`config.mk`:
```
export PLATFORM = sky130hd
export DESIGN_NAME = prd_serial_ctrl
export DESIGN_NICKNAME = d
export VERILOG_FILES = /design/src/prd_pkg.sv /design/src/prd_fifo_if.sv /design/src/prd_cmd_fifo.sv /design/src/prd_serial_ctrl.sv
export SDC_FILE = /design/constraint.sdc
export NUM_CORES = 1
export LEC_CHECK = 0
export ABC_CLOCK_PERIOD_IN_PS = 5300
export BUFFER_PORTS_ARGS = -buffer_cell sky130_fd_sc_hd__buf_2
export CAP_MARGIN = 20
export CORE_MARGIN = 2
export CORE_UTILIZATION = 55
export DETAILED_ROUTE_END_ITERATION = 10
export PLACE_DENSITY = 0.73
export RECOVER_POWER = 50
export SLEW_MARGIN = 0
export SYNTH_ARGS = -nofsm -noshare
export SYNTH_HDL_FRONTEND = slang
export SYNTH_SLANG_ARGS = --single-unit
```
`constraint.sdc`:
```
create_clock -name clk -period 5.3 [get_ports clk]
set_clock_uncertainty 0.15 [all_clocks]
set_input_delay 0.53 -clock clk [delete_from_list [all_inputs] [get_ports clk]]
set_output_delay 0.53 -clock clk [all_outputs]
set_load 0.05 [all_outputs]
```
`src/prd_pkg.sv`:
```
// shared constants of the six-channel predriver serial control block
// assumes one 50 MHz clock and a synchronous active-high reset
package prd_pkg;
  localparam int CHANNELS = 6;
  localparam int CMD_FIFO_DEPTH = 8;
  localparam int CLK_PERIOD_NS = 20;
  // three-stage pin synchroniser, change taken when stages 2 and 3 agree
  localparam int SYNC_STAGES = 3;
  // bit positions inside the synchronised pin bundle
  localparam int PIN_SCLK = 0;
  localparam int PIN_CS_N = 1;
  localparam int PIN_SDI = 2;
  localparam int PIN_REF_SEL = 3;
  localparam int PIN_PAR_LSB = 4;
  localparam int PIN_SHORT_INT_LSB = PIN_PAR_LSB + CHANNELS;
  localparam int PIN_SHORT_EXT_LSB = PIN_SHORT_INT_LSB + CHANNELS;
  localparam int PIN_OPEN_INT_LSB = PIN_SHORT_EXT_LSB + CHANNELS;
  localparam int PIN_OPEN_EXT_LSB = PIN_OPEN_INT_LSB + CHANNELS;
  localparam int PIN_WIDTH = PIN_OPEN_EXT_LSB + CHANNELS;
  // reset values
  localparam logic [CHANNELS-1:0] CTRL_RESET = 6'h00;
  // only chip select idles high, so no false frame edge follows reset
  localparam logic [PIN_WIDTH-1:0] PIN_RESET = 28'h0000002;
  localparam logic SDO_IDLE = 1'b0;
  // position of channel 0 in the shift register: last bit shifted in
  localparam int CH0_BIT = 0;
endpackage

```
`src/prd_fifo_if.sv`:
```
// carrier between the serial front end and the command queue
// assumes both ends on the same clock
`timescale 1ns/1ps
interface prd_fifo_if #(
  parameter int WIDTH = 6
);
  logic push_valid;
  logic push_ready;
  logic [WIDTH-1:0] push_data;
  logic pop_valid;
  logic pop_ready;
  logic [WIDTH-1:0] pop_data;
  modport store (
    input push_valid,
    output push_ready,
    input push_data,
    output pop_valid,
    input pop_ready,
    output pop_data
  );
  modport user (
    output push_valid,
    input push_ready,
    output push_data,
    input pop_valid,
    output pop_ready,
    input pop_data
  );
endinterface

```
`src/prd_cmd_fifo.sv`:
```
// synchronous command queue with valid/ready on both sides
// assumes the user drives push and pop from the same clock
`timescale 1ns/1ps
module prd_cmd_fifo #(
  parameter int WIDTH = 6,
  parameter int DEPTH = 8
) (
  input wire logic clk,
  input wire logic reset,
  prd_fifo_if.store q
);
  localparam int AW = $clog2(DEPTH);
  logic [WIDTH-1:0] mem_ff [DEPTH];
  logic [AW-1:0] wr_ptr_ff;
  logic [AW-1:0] rd_ptr_ff;
  logic [AW:0] count_ff;
  logic do_push;
  logic do_pop;

  function automatic logic [AW-1:0] ptr_inc(input logic [AW-1:0] p);
    ptr_inc = (p == AW'(DEPTH - 1)) ? '0 : p + 1'b1;
  endfunction

  assign q.push_ready = (count_ff != (AW+1)'(DEPTH));
  assign q.pop_valid = (count_ff != '0);
  assign q.pop_data = mem_ff[rd_ptr_ff];
  assign do_push = q.push_valid && q.push_ready;
  assign do_pop = q.pop_valid && q.pop_ready;

  always_ff @(posedge clk) begin
    if (do_push) begin
      mem_ff[wr_ptr_ff] <= q.push_data;
    end
  end

  always_ff @(posedge clk) begin
    if (reset) begin
      wr_ptr_ff <= '0;
      rd_ptr_ff <= '0;
    end else begin
      if (do_push) begin
        wr_ptr_ff <= ptr_inc(wr_ptr_ff);
      end
      if (do_pop) begin
        rd_ptr_ff <= ptr_inc(rd_ptr_ff);
      end
    end
  end

  always_ff @(posedge clk) begin
    if (reset) begin
      count_ff <= '0;
    end else if (do_push && !do_pop) begin
      count_ff <= count_ff + 1'b1;
    end else if (do_pop && !do_push) begin
      count_ff <= count_ff - 1'b1;
    end
  end
endmodule

```
`src/prd_serial_ctrl.sv`:
```
// six-channel predriver: serial command/fault port, parallel inputs, gate drive
// assumes every pin input is asynchronous to clk and the pin bundle is sampled by clk
`timescale 1ns/1ps
// Behaviour
// shift in and out on serial clock falling
// command one turns gate on, zero off
// serial output carries latched fault bits
// after faults, forward serial input for chaining
// serial output released while chip select high
// parallel inputs command gates without serial port
// reference select chooses internal or external
// chip select fall: snapshot faults, enable, refresh
// chip select rise: commands to output control
// fault registers update only while deselected
// gate on if serial or parallel asks
// six-bit shift register, channel 0 last
module prd_serial_ctrl #(
  parameter int CHANNELS = prd_pkg::CHANNELS,
  parameter int FIFO_DEPTH = prd_pkg::CMD_FIFO_DEPTH
) (
  input wire logic clk,
  input wire logic reset,
  input wire logic serial_clk,
  input wire logic chip_select_n,
  input wire logic serial_in,
  output logic serial_out_o,
  output logic serial_out_oe,
  input wire logic [CHANNELS-1:0] parallel_channel_cmd,
  input wire logic fault_ref_select,
  input wire logic [CHANNELS-1:0] short_cmp_internal,
  input wire logic [CHANNELS-1:0] short_cmp_external,
  input wire logic [CHANNELS-1:0] open_cmp_internal,
  input wire logic [CHANNELS-1:0] open_cmp_external,
  input wire logic gate_update_allow,
  output logic frame_accept_ready,
  output logic [CHANNELS-1:0] gate_drive_out,
  output logic open_drain_fault_flag_o,
  output logic open_drain_fault_flag_oe
);
  localparam int PW = prd_pkg::PIN_WIDTH;
  logic [PW-1:0] pin_s1_ff;
  logic [PW-1:0] pin_s2_ff;
  logic [PW-1:0] pin_s3_ff;
  logic [PW-1:0] pin_ff;
  logic [PW-1:0] nxt_pin;
  logic sclk_prev_ff;
  logic cs_n_prev_ff;
  logic sclk_fall;
  logic cs_fall;
  logic cs_rise;
  logic cs_n;
  logic ref_sel;
  logic [CHANNELS-1:0] par_cmd;
  logic [CHANNELS-1:0] fault_now;
  logic [CHANNELS-1:0] fault_reg_ff;
  logic [CHANNELS-1:0] shift_ff;
  logic sdo_ff;
  logic sdo_en_ff;
  logic [CHANNELS-1:0] ctrl_ff;
  logic [CHANNELS-1:0] gate_ff;
  logic flag_ff;

  prd_fifo_if #(.WIDTH(CHANNELS)) cmd_q ();

  prd_cmd_fifo #(.WIDTH(CHANNELS), .DEPTH(FIFO_DEPTH)) u_cmd_fifo (
    .clk(clk),
    .reset(reset),
    .q(cmd_q.store)
  );

  // pins pass three stages; a change is taken once stages 2 and 3 agree
  always_comb begin
    nxt_pin = pin_ff;
    for (int i = 0; i < PW; i++) begin
      if (pin_s2_ff[i] == pin_s3_ff[i]) begin
        nxt_pin[i] = pin_s3_ff[i];
      end
    end
  end

  always_ff @(posedge clk) begin
    if (reset) begin
      pin_s1_ff <= prd_pkg::PIN_RESET;
      pin_s2_ff <= prd_pkg::PIN_RESET;
      pin_s3_ff <= prd_pkg::PIN_RESET;
      pin_ff <= prd_pkg::PIN_RESET;
    end else begin
      pin_s1_ff <= {open_cmp_external, open_cmp_internal, short_cmp_external,
                    short_cmp_internal, parallel_channel_cmd, fault_ref_select,
                    serial_in, chip_select_n, serial_clk};
      pin_s2_ff <= pin_s1_ff;
      pin_s3_ff <= pin_s2_ff;
      pin_ff <= nxt_pin;
    end
  end

  assign cs_n = pin_ff[prd_pkg::PIN_CS_N];
  assign ref_sel = pin_ff[prd_pkg::PIN_REF_SEL];
  assign par_cmd = pin_ff[prd_pkg::PIN_PAR_LSB +: CHANNELS];

  always_ff @(posedge clk) begin
    if (reset) begin
      sclk_prev_ff <= 1'b0;
      cs_n_prev_ff <= 1'b1;
    end else begin
      sclk_prev_ff <= pin_ff[prd_pkg::PIN_SCLK];
      cs_n_prev_ff <= cs_n;
    end
  end

  assign sclk_fall = sclk_prev_ff && !pin_ff[prd_pkg::PIN_SCLK] && !cs_n;
  assign cs_fall = cs_n_prev_ff && !cs_n;
  assign cs_rise = !cs_n_prev_ff && cs_n;

  // shorted-load is judged while the channel is on, open-load while off
  always_comb begin
    for (int c = 0; c < CHANNELS; c++) begin
      if (gate_ff[c]) begin
        fault_now[c] = ref_sel ? pin_ff[prd_pkg::PIN_SHORT_EXT_LSB + c]
                               : pin_ff[prd_pkg::PIN_SHORT_INT_LSB + c];
      end else begin
        fault_now[c] = ref_sel ? pin_ff[prd_pkg::PIN_OPEN_EXT_LSB + c]
                               : pin_ff[prd_pkg::PIN_OPEN_INT_LSB + c];
      end
    end
  end

  // faults accumulate while deselected, restart from live state at frame start
  always_ff @(posedge clk) begin
    if (reset) begin
      fault_reg_ff <= '0;
    end else if (cs_fall) begin
      fault_reg_ff <= fault_now;
    end else if (cs_n) begin
      fault_reg_ff <= fault_reg_ff | fault_now;
    end
  end

  // flag follows the fault registers, so the frame start refreshes it
  always_ff @(posedge clk) begin
    if (reset) begin
      flag_ff <= 1'b0;
    end else if (cs_fall) begin
      flag_ff <= |fault_now;
    end else begin
      flag_ff <= |(fault_reg_ff | fault_now);
    end
  end

  assign open_drain_fault_flag_o = 1'b0;
  assign open_drain_fault_flag_oe = flag_ff;

  // one shift register serves command input, fault output and pass-through
  always_ff @(posedge clk) begin
    if (reset) begin
      shift_ff <= prd_pkg::CTRL_RESET;
      sdo_ff <= prd_pkg::SDO_IDLE;
    end else if (cs_fall) begin
      shift_ff <= fault_reg_ff | fault_now;
      sdo_ff <= fault_reg_ff[CHANNELS-1] | fault_now[CHANNELS-1];
    end else if (sclk_fall) begin
      shift_ff <= {shift_ff[CHANNELS-2:0], pin_ff[prd_pkg::PIN_SDI]};
      sdo_ff <= shift_ff[CHANNELS-2];
    end
  end

  always_ff @(posedge clk) begin
    if (reset) begin
      sdo_en_ff <= 1'b0;
    end else begin
      sdo_en_ff <= !cs_n;
    end
  end

  assign serial_out_o = sdo_ff;
  assign serial_out_oe = sdo_en_ff;

  // a frame that finds the queue full is dropped; the host sees frame_accept_ready low
  assign cmd_q.push_valid = cs_rise;
  assign cmd_q.push_data = shift_ff;
  assign cmd_q.pop_ready = gate_update_allow;
  assign frame_accept_ready = cmd_q.push_ready;

  always_ff @(posedge clk) begin
    if (reset) begin
      ctrl_ff <= prd_pkg::CTRL_RESET;
    end else if (cmd_q.pop_valid && gate_update_allow) begin
      ctrl_ff <= cmd_q.pop_data;
    end
  end

  // synchronised, not truly unclocked: costs a few cycles of latency
  always_ff @(posedge clk) begin
    if (reset) begin
      gate_ff <= prd_pkg::CTRL_RESET;
    end else begin
      gate_ff <= ctrl_ff | par_cmd;
    end
  end

  assign gate_drive_out = gate_ff;
endmodule

```
=== Yosys cells after proc, flatten, opt, wreduce, memory -nomap -nowiden ===
Memory sizes are Yosys's and may differ from the RTL's. A register that Yosys moved wholly into a read port is not among the register bits.
Cells that the tools add are included.

* Add/sub/neg operators: 4
* $mul: 0
* Divide/modulo/power cells: 0
* Order comparisons: 0
* Eq/ne operators: 37
* Shift operators: 0
* Multiplexer cells: 31
* Bitwise operators: 3
* Reduce and logical (&&, ||, !) cells: 19

{| class="wikitable"
|+ Operator list
! kind !! count
|-
| == test 1 bit || 34
|-
| 2-to-1 mux 6 bit || 4
|-
| 2-to-1 mux 1 bit || 23
|-
| OR 6 bit || 2
|-
| OR reduction 6 bit || 2
|-
| logical AND 1 bit || 8
|-
| 2-to-1 mux 4 bit || 2
|-
| adder 3 x 1 -> 3 bit, second input constant || 2
|-
| == test 3 bit, second input constant || 2
|-
| 2-to-1 mux 3 bit || 2
|-
| nonzero test 2 bit || 3
|-
| logical NOT 1 bit || 5
|-
| adder 4 x 1 -> 4 bit, second input constant || 1
|-
| != test 4 bit, second input constant || 1
|-
| nonzero test 4 bit || 1
|-
| subtractor 4 x 1 -> 4 bit, second input constant || 1
|-
| OR 1 bit || 1
|}

* Register bits after elaboration: 169
* Latch bits: 0
* RAM bits: 48
* Bits in read-only memories: 0
* Input port bits: 37
* Memories kept: 1

{| class="wikitable"
|+ Memory list
! name !! words !! bits a word !! read ports !! clocked after memory_dff !! write ports !! RTL line !! text
|-
| u_cmd_fifo.mem_ff || 8 || 6 || 1 || 1 || 1 || prd_cmd_fifo.sv:13 || <nowiki>logic [WIDTH-1:0] mem_ff [DEPTH];</nowiki>
|}

=== Depth between registers and ports, before layout ===
Gate-level depths: netlist of the first run.

* Word-level depth: 7
* Mapped depth: 11
* Mapped depth without buffers: 10

=== By module ===
A second synthesis of the first run with hierarchy kept.

* Cell total of the unflattened synthesis: 627
* Area total of the unflattened synthesis: 7,613.6 um^2

{| class="wikitable"
|+ Modules (own cells, without submodules)
! module !! times used !! cells each !! area each (um^2)
|-
| prd_serial_ctrl || 1 || 483 || 5,112.4
|-
| prd_cmd_fifo || 1 || 144 || 2,501.1
|}

=== Worst setup path before layout of the first run ===
Ideal clock, no wire load.

* Path type: reg-to-reg
* Start: register u_cmd_fifo.count_ff[0]
* End: register u_cmd_fifo.count_ff[3]
* Setup time: 121 ps
* Arrival time: 2,450 ps
* Data required time: 5,029 ps
* Slack: 2,580 ps
* Cell stages (with the launch flop): 12
* Buffers on the path: 1
* Clock period less this slack: 2,720 ps
* Cells stage by stage: dfxtp_1 nor4b_1 or3b_1 buf_6 inv_1 ha_1 inv_1 ha_1 a21o_1 a21oi_1 mux2i_1 mux2_2

* Cells in the longest elaborated chain, start to end: 5

{| class="wikitable"
|+ RTL lines
! element !! RTL line !! text
|-
| start, declared || prd_cmd_fifo.sv:16 || <nowiki>logic [AW:0] count_ff;</nowiki>
|-
| start signal, assigned || prd_cmd_fifo.sv:54 || <nowiki>count_ff <= count_ff + 1'b1;</nowiki>
|-
| start signal, assigned || prd_cmd_fifo.sv:56 || <nowiki>count_ff <= count_ff - 1'b1;</nowiki>
|-
| != test 4 bit * || prd_cmd_fifo.sv:24 || <nowiki>assign q.push_ready = (count_ff != (AW+1)'(DEPTH));</nowiki>
|-
| logical AND 1 bit * || prd_cmd_fifo.sv:27 || <nowiki>assign do_push = q.push_valid && q.push_ready;</nowiki>
|-
| net u_cmd_fifo.do_push || prd_cmd_fifo.sv:17 || <nowiki>logic do_push;</nowiki>
|-
| logical NOT 1 bit || prd_cmd_fifo.sv:55 || <nowiki>end else if (do_pop && !do_push) begin</nowiki>
|-
| logical AND 1 bit || prd_cmd_fifo.sv:55 ||
|-
| nonzero test 2 bit (no line) || n/a ||
|}

The timed path passes the listed nets; every way through them passes the cells marked *. The select of a mux whose other input is x is not followed.
A chain may end at the register's enable or synchronous reset.

=== Final worst setup path of the first run ===
* Start: register u_cmd_fifo.count_ff[0]
* End: register u_cmd_fifo.count_ff[3]

* Cells in the longest elaborated chain, start to end: 5

{| class="wikitable"
|+ RTL lines
! element
|-
| parallel branches: the longest is 5 deep, another holds subtractor 4 x 1 -> 4 bit
|}

Several ways; the timed one is not identified. The select of a mux whose other input is x is not followed.

==> flow_summary.ini, run 1 <==
[outcome]
outcome = finished with violations
violations = max-capacitance violations, max-slew violations

[routing]
firstDrtPassIters = 4
avgViaCountPerCell = 5.20
drc = 0
via_count = 4414
drt_iter0_markers = 361
wl_mm = 12.8
ant_nets = 0
wl_per_cell_um = 15.0

[cts]
clockBufferDepth = 3
post_cts_buffers = 0
root_buffer = clkbuf_16
hold_buffers = 0
cts_tree = done
htree_levels = 1
path_clk_slew_ns = 0.06
cts_resized = 0
clock-sinks = 222
clkLatencyLatePin_ns = 0.50
cts_buffers = 22

[critical_path]
start_kind = register
cp.required_ns = 5.52
max_stage_delay_ns = 0.38
cp_slowest_cell = or3_1
cp_max_fo = 15
crit_buf_inv = 2
crit_path_end_kind = register
path_cells = or3_1, o21a_1, inv_1, ha_1, inv_1, ha_1, a21o_1, a21oi_1, mux2i_1, mux2_2
setup.worst_path.class = reg -> reg
worst_path_dominant_cell_family = compound AO/OA/AOI/OAI gates
reg2reg_from = u_cmd_fifo.count_ff[0]$_SDFFE_PP0P_
crit_path_start = u_cmd_fifo.count_ff[0]$_SDFFE_PP0P_
worstPathArrival_ns = 3.49

[synthesis]
yosysWarnings = 0
synth_common_cells = dfxtp_1 (174), nor2b_1 (101), a21oi_1 (49)
synthCells = 615
synthMuxAreaShare_pct = 7.49
synthAdderAreaFrac_pct = 1.45
yosysMostFrequentCell = dfxtp_1
synth-simple-area-share_pct = 15.3
synth_top_family_by_area = simple AND/OR/NAND/NOR gates
synth.largest_area_cell = dfxtp_1
synthesis.area_um2 = 7430
syn_nets = 660
synth-compound-area-share_pct = 7.15
synth_edf_count = 48
synth.distinct_cells = 36
synthXorXnorAreaFrac_pct = 0.236
ys_ff_latch = 222
synth_area_leaders = dfxtp_1 (47%), edfxtp_1 (19%), nor2b_1 (8.5%), mux4_2 (5.5%), a21oi_1 (3.3%)
synth_top_area_share_pct = 46.9
synthFlopType = dfxtp_1
synthArstFlopShare_pct = 0
syn_avg_cell_area_um2 = 12.1
synth_seq_area_share_pct = 66.3

[grt]
grt_max_degree = 123
grt_usage_pct = 18.5
gr-total-overflow = 0
grt_pass1_vias = 4437
grt_first_pass_wirelength_mm = 21.6
antenna_found_initial = 0

[power]
power_density_nw_per_um2 = 455
power_uw = 3890
worst_ir_drop_vdd_uv = 373
p_leak_uw = 0.00313

[final_layout]
antenna_cells = 0
drive_gt1_share_pct = 15.5
syn_to_final_growth_pct = 15.2
nNetsFinal = 703

[die]
initial_utilization_pct = 56.1
ios = 48
die_width_um = 120
rows = 42
die_h_um = 120
dieArea_um2 = 14500
core_um2 = 13200

[timing]
hold_violations = 0
setup_violations = 0
timing.fmax_mhz = 306
slew_violations = 39
setup_ws_ns = 2.04
tns_ns = 0
maxSlewHeadroom_pct = -16.1
rsz0062_at_grt = no
fin_crit_ns = 3.26
worst_pin_slew_ns = 1.74
fin_crit_sh_pct = 61.6

[hold_path]
worstHoldStart = chip_select_n
hold_path_class = in -> reg

[placement]
dp_hpwl_mm = 8.26
place_ws_ns = 2.07
routabilityCongestion = 0.747
port_buffers = 46

[flow_run]
cap_violations = 1
area by class of cell:
cell class,instances,area (µm²)
clock buffers,32,618
clock inverters,7,148
fillers,1030,4680
inverters,5,18.8
multi-input cells,357,2350
flip-flops and latches,222,4920
well taps,176,220
repair buffers,50,277
through the flow:
stage | utilization [%] | instances | area [µm²] | hold WS [ns]
floorplan | - | 615 | 7430 | 0.239
global placement | 58.6 | 808 | 7770 | 0.268
detailed placement | 58.6 | 808 | 7770 | 0.274
CTS | 64.4 | 847 | 8530 | 0.0573
global route | 64.6 | 849 | 8560 | 0.0576
finish | 64.6 | 849 | 8560 | 0.0707
report_power, final:
group | switching, µW | internal, µW
clock network | 610 | 1010
logic | 192 | 183
registers | 97.3 | 1800
worst register-to-register path: stages (launching register included):
cell     delay, ns
dfxtp_1       0.37
or3_1         0.38
o21a_1        0.37
inv_1         0.23
ha_1          0.20
inv_1         0.11
ha_1          0.33
a21o_1        0.19
a21oi_1       0.22
mux2i_1       0.25
mux2_2        0.35
metal layers:
layer / global-route usage [%] / up-vias / wire length (µm)
met5: 0 / - / 0
met4: 4.58 / 0 / 199
met3: 3.68 / 19 / 548
met2: 30.8 / 73 / 6100
met1: 25.2 / 2126 / 5930
li1: - / 2196 / -
sequential cells by signal, summed over array words and instances, names as in the netlist:
register and flops:
u_cmd_fifo.mem_ff 48, pin_ff 34, pin_s1_ff 34, pin_s2_ff 34
pin_s3_ff 34, cmd_q.push_data 6, ctrl_ff 6, fault_reg_ff 6
gate_drive_out 6, u_cmd_fifo.count_ff 4, u_cmd_fifo.rd_ptr_ff 3, u_cmd_fifo.wr_ptr_ff 3
cs_n_prev_ff 1, open_drain_fault_flag_oe 1, sclk_prev_ff 1, serial_out_oe 1
cells by family after synthesis:
kind of cell | Yosys count
AO/OA/AOI/OAI | 98
AND/OR/NAND/NOR | 215
buffers and inverters | 36
flip-flops | 222
multiplexers | 33
adder cells (fa/ha/maj) | 8
XOR/XNOR | 2
other | 1
path summary, 6_finish.rpt:
check	to	slack, ns	depth (start not counted)
worst max-delay path	u_cmd_fifo.count_ff[3]$_SDFFE_PP0P_	2.04	10
worst max register to register	u_cmd_fifo.count_ff[3]$_SDFFE_PP0P_	2.04	10
worst min register to register	pin_s2_ff[29]$_SDFF_PP0_	0.28	1
worst min-delay path	pin_s1_ff[1]$_SDFF_PP1_	0.07	2
layout by cell type (no fill, tap or decap), types with 2 or more instances in the layout:
cell type / count
ha_1: 7
clkbuf_16: 22
buf_4: 2
inv_1: 5
nor3_1: 17
edfxtp_1: 48
buf_2: 46
nor2b_1: 101
dfxtp_1: 174
a21oi_1: 49
clkbuf_8: 3
a211oi_1: 12
nand2_1: 44
nor2_1: 36
o21ai_0: 33
or3_1: 3
clkbuf_1: 8
bufinv_16: 4
nand2b_1: 3
mux2i_1: 14
or2_2: 4
nor4_1: 2
mux4_2: 18
No activity file was read; power rests on OpenSTA's default activity.
==> run 2, diff against run 1 <==
- ABC_CLOCK_PERIOD_IN_PS: 5300 -> 3000
- CORE_UTILIZATION: 55 -> 53
- PLACE_DENSITY: 0.73 -> 0.74
- clock period: 5.3 -> 3 ns (I/O delays scaled with it)
==> run 2 against run 1 <==
Compared with the run above:
- the flow still finishes with violations (max-capacitance violations, max-slew violations)
- via count rose by 3.9%
- global-route usage rose by 0.34 points
- clock-buffer cell count rose by 3
- non-clock buffer count rose by 40
- critical path type unchanged
- largest cell class unchanged
==> flow_summary.ini, run 2 (synthesis gave the netlist of run 1 again) <==
[grt]
grt_first_pass_wirelength_mm = 22.2
grt_max_degree = 66
gr-total-overflow = 0
busiest_layer = met2
use_met1_pct = 24.2
grt_pass1_vias = 4599
antenna_found_initial = 0
grtUsageMet2_pct = 32.5
grtUsageMet3_pct = 3.39
grt_usage_pct = 18.9

[critical_path]
rrSetupSlack_ns = 0.20
r2r-end = u_cmd_fifo.count_ff[3]$_SDFFE_PP0P_
cp.required_ns = 3.23
crit_path_end_kind = register
crit_path_start = u_cmd_fifo.count_ff[0]$_SDFFE_PP0P_
cp_max_fo = 5
reg2reg_from = u_cmd_fifo.count_ff[0]$_SDFFE_PP0P_
setup.worst_path.class = reg -> reg
start_kind = register
worstPathArrival_ns = 3.03
reg2reg_depth = 10
crit_end = u_cmd_fifo.count_ff[3]$_SDFFE_PP0P_

[timing]
setup_violations = 0
hold_violations = 0
fin_crit_sh_pct = 93.5
timing.fmax_mhz = 357
tns_ns = 0
rsz0062_at_grt = no
slew_violations = 65
fin_crit_ns = 2.80
maxSlewHeadroom_pct = -83.2
worst_pin_slew_ns = 2.75

[final_layout]
final_cell_mix = dfxtp_1 (172), nor2b_1 (101), a21oi_1 (49)
multi_input_area_um2 = 2360
antenna_cells = 0
stdcell_count = 893
drive_gt1_share_pct = 16.5
nNetsFinal = 743
fill_cells = 1029
largest_register = u_cmd_fifo.mem_ff
largest_register_ffs = 48
layout_commonest_cell = dfxtp_1
syn_to_final_growth_pct = 20.3
seqCellArea_um2 = 4930

[die]
die_h_um = 122
rows = 43
dieArea_um2 = 15000
die_width_um = 122
initial_utilization_pct = 54.0
core_um2 = 13800
ios = 48

[power]
worst_ir_drop_vdd_uv = 577
power_density_nw_per_um2 = 770
p_leak_uw = 0.00330

[routing]
drc = 0
avgViaCountPerCell = 5.13
wl_mm = 13.6
via_count = 4584
firstDrtPassIters = 5
ant_nets = 0
wl_per_cell_um = 15.3
drt_iter0_markers = 326

[cts]
clockBufferDepth = 3
cts_tree = done
cts_buffers = 22
root_buffer = clkbuf_16
clock-sinks = 222
path_clk_slew_ns = 0.06
clkLatencyLatePin_ns = 0.49
post_cts_buffers = 0
htree_levels = 1

[placement]
port_buffers = 46
dp.cells = 820
routabilityCongestion = 0.722
dp_hpwl_mm = 8.74

[outcome]
violations = max-capacitance violations, max-slew violations
outcome = finished with violations

[hold_path]
hold_path_class = in -> reg

[flow_run]
cap_violations = 1
-- run 2: worst min-delay path by stage --
| stage | endpoint | slack (ns) | start | cells after the start |
|---|---|---|---|---|
| after detailed placement | pin_s2_ff[1]$_SDFF_PP1_ | 0.25 | pin_s1_ff[1]$_SDFF_PP1_ | 1 |
| after CTS | u_cmd_fifo.count_ff[1]$_SDFFE_PP0P_ | 0.16 | reset | 2 |
| final | u_cmd_fifo.rd_ptr_ff[1]$_SDFFE_PP0P_ | 0.25 | gate_update_allow | 5 |
| after floorplan | pin_s2_ff[1]$_SDFF_PP1_ | 0.24 | pin_s1_ff[1]$_SDFF_PP1_ | 1 |
| after global routing | u_cmd_fifo.rd_ptr_ff[1]$_SDFFE_PP0P_ | 0.27 | gate_update_allow | 5 |
| after global placement | pin_s2_ff[1]$_SDFF_PP1_ | 0.24 | pin_s1_ff[1]$_SDFF_PP1_ | 1 |
-- run 2: cell type report --
class	count	share of cell area, %
clock buffer	35	7.60
clock inverter	4	0.826
inverter	5	0.210
multi-input combinational	357	26.4
sequential	222	55.1
tap	180	2.52
timing repair buffer	90	7.35
-- run 2: worst max-delay path, cell delays in order, from the launching register on --
cell,delay (ns)
dfxtp_2,0.35
or3_1,0.38
o21a_1,0.20
inv_1,0.08
ha_1,0.18
inv_1,0.11
ha_1,0.33
a21o_1,0.19
a21oi_1,0.19
mux2i_1,0.21
mux2_2,0.35
-- run 2: power by group --
part / internal [µW] / leakage, µW / switching [µW]
Sequential: 3190 / 0.00187 / 169
Clock: 1720 / 0.000374 / 1050
Combinational: 377 / 0.00106 / 371
Total: 5290 / 0.00330 / 1590
-- run 2: metrics by stage --
step	hold slack [ns]	area, µm²	setup slack [ns]	utilization (%)	total power [µW]
final	0.254	8940	0.196	64.9	6880
after detailed placement	0.245	7840	0.130	56.9	4130
after floorplan	0.239	7430	0.280	-	3910
after global placement	0.243	7840	0.247	56.9	4080
after global routing	0.270	8940	0.0416	64.9	7160
after CTS	0.161	8940	0.122	64.9	6940
-- run 2: metal layers --
layer  part of all wire [%]  vias to the layer above  routed length (µm)
li1                       -                     2276                   -
met1                     42                     2187                5790
met2                     51                       94                6910
met3                    4.6                       27                 622
met4                    2.3                        0                 311
met5                      0                        -                   0
-- run 2: what timing repair did --
action / CTS / global route
resized for setup: 0 / 4
setup endpoints to repair: 0 / 1
hold endpoints to repair: 34 / 0
hold buffers: 34 / 0
==> run 3, diff against run 2 <==
- REMOVE_ABC_BUFFERS: not set -> 1
==> run 3 against run 2 <==
Compared with the run above:
- the flow now finishes without violations
- die area unchanged
- core utilization is 0.59 points lower
- via count fell by 1.7%
- worst hold slack got worse by 0.13 ns
- critical path depth did not move
- clock-buffer cell count fell by 4
- first-iteration DRC count fell by 9.5%
- global-route usage is 1.8 points lower
- fmax shrank 0.59%
- largest cell class unchanged
- largest power group unchanged
==> flow_summary.ini, run 3 (synthesis gave the netlist of run 1 again) <==
[outcome]
outcome = completed

[critical_path]
cp_max_fo = 5
worstPathArrival_ns = 3.04
path_cells = nor4b_1, or3b_1, inv_1, ha_1, inv_1, ha_1, a21o_1, a21oi_1, mux2i_1, mux2_2
worst_path_dominant_cell_family = multiplexers
cp.required_ns = 3.22
crit_path_end_kind = register
setup.worst_path.class = reg -> reg
max_stage_delay_ns = 0.42
cp_slowest_cell = dfxtp_1
crit_buf_inv = 2
start_kind = register

[placement]
port_buffers = 46
routabilityCongestion = 0.725
placed_cell_area_um2 = 7860
dp_hpwl_mm = 7.91
place_ws_ns = 0.179

[timing]
worst_pin_slew_ns = 1.24
rsz0062_at_grt = no
hold_violations = 0
fin_crit_ns = 2.82
setup_ws_ns = 0.179
fin_crit_sh_pct = 94.0
tns_ns = 0
maxSlewHeadroom_pct = 17.3
setup_violations = 0
slew_violations = 0
timing.fmax_mhz = 355

[cts]
path_clk_slew_ns = 0.06
clockBufferDepth = 3
root_buffer = clkbuf_16
cts_tree = done
htree_levels = 1
post_cts_buffers = 0
cts_buffers = 22
clkLatencyLatePin_ns = 0.48
clock-sinks = 222

[routing]
avgViaCountPerCell = 5.04
wl_mm = 12.4
drc = 0
ant_nets = 0
wl_per_cell_um = 13.9
via_count = 4505
drt_iter0_markers = 295
firstDrtPassIters = 4

[power]
power_uw = 6630
p_leak_uw = 0.00327
worst_ir_drop_vdd_uv = 453
power_density_nw_per_um2 = 748

[grt]
grtUsageMet3_pct = 3.44
grt_max_degree = 62
use_met1_pct = 21.4
busiest_layer = met2
antenna_found_initial = 0
grtUsageMet2_pct = 30.2
grt_first_pass_wirelength_mm = 20.5
grt_usage_pct = 17.1
grt_pass1_vias = 4392
gr-total-overflow = 0

[final_layout]
antenna_cells = 0
layout_commonest_cell = dfxtp_1
largest_register_ffs = 48
syn_to_final_growth_pct = 19.2
final_cell_mix = dfxtp_1 (173), nor2b_1 (101), a21oi_1 (49)
nNetsFinal = 744
largest_register = u_cmd_fifo.mem_ff
drive_gt1_share_pct = 15.8
final_area_um2 = 8860

[die]
core_um2 = 13800
dieArea_um2 = 15000
initial_utilization_pct = 54.0
rows = 43
die_h_um = 122
die_width_um = 122
ios = 48

[hold_path]
hold_path_class = in -> reg

[flow_run]
cap_violations = 0
[run 3: changes by cell type in the layout (fill, tap and decap cells not counted), moves of 2 or more]
cell | previous run | this run
clkbuf_8 | 5 | 2
clkbuf_2 | 1 | 3
clkbuf_4 | 2 | 0
clkinv_2 | 1 | 4
[run 3: tightest hold or removal path: stages]
cell and delay, ns:
buf_2 0.08, o21a_1 0.12, inv_1 0.08, nand2_1 0.07, a21oi_1 0.05
[run 3: timing repair]
action | 4_1_cts | 5_1_grt
setup endpoints to repair | 0 | 1
hold endpoints to repair | 34 | 0
resized for setup | 0 | 1
hold buffers | 34 | 0
[run 3: final timing paths]
path	slack, ns	start	to	cells after the start
setup / recovery	0.18	u_cmd_fifo.count_ff[1]$_SDFFE_PP0P_	u_cmd_fifo.count_ff[3]$_SDFFE_PP0P_	10
hold / removal	0.13	gate_update_allow	u_cmd_fifo.rd_ptr_ff[1]$_SDFFE_PP0P_	5
setup reg to reg	0.18	u_cmd_fifo.count_ff[1]$_SDFFE_PP0P_	u_cmd_fifo.count_ff[3]$_SDFFE_PP0P_	10
hold reg to reg	0.26	pin_s1_ff[1]$_SDFF_PP1_	pin_s2_ff[1]$_SDFF_PP1_	1
[run 3: layout make-up]
cell class	instances	area (µm²)
Timing Repair Buffer	91	648
Fill cell	1077	4910
Clock buffer	31	626
Sequential cell	222	4930
Multi-Input combinational cell	357	2350
Tap cell	180	225
Inverter	5	18.8
Clock inverter	7	62.6
[run 3: layer usage]
metal / up-vias / routed length [µm]
met5: - / 0
met4: 0 / 155
met3: 14 / 454
met2: 62 / 6450
met1: 2161 / 5320
li1: 2268 / -
[run 3: where the power goes]
group | switching [µW] | internal [µW] | leakage (µW)
clock network | 1030 | 1540 | 0.000341
logic | 396 | 364 | 0.00107
registers | 116 | 3190 | 0.00187
[run 3: per-stage QoR]
step / std cells / hold WS, ns / util (%)
6_report: 893 / 0.129 / 64.3
5_1_grt: 893 / 0.139 / 64.3
4_1_cts: 893 / 0.110 / 64.6
3_5_place_dp: 821 / 0.253 / 57.1
3_3_place_gp: 821 / 0.247 / 57.1
2_1_floorplan: 584 / 0.219 / -
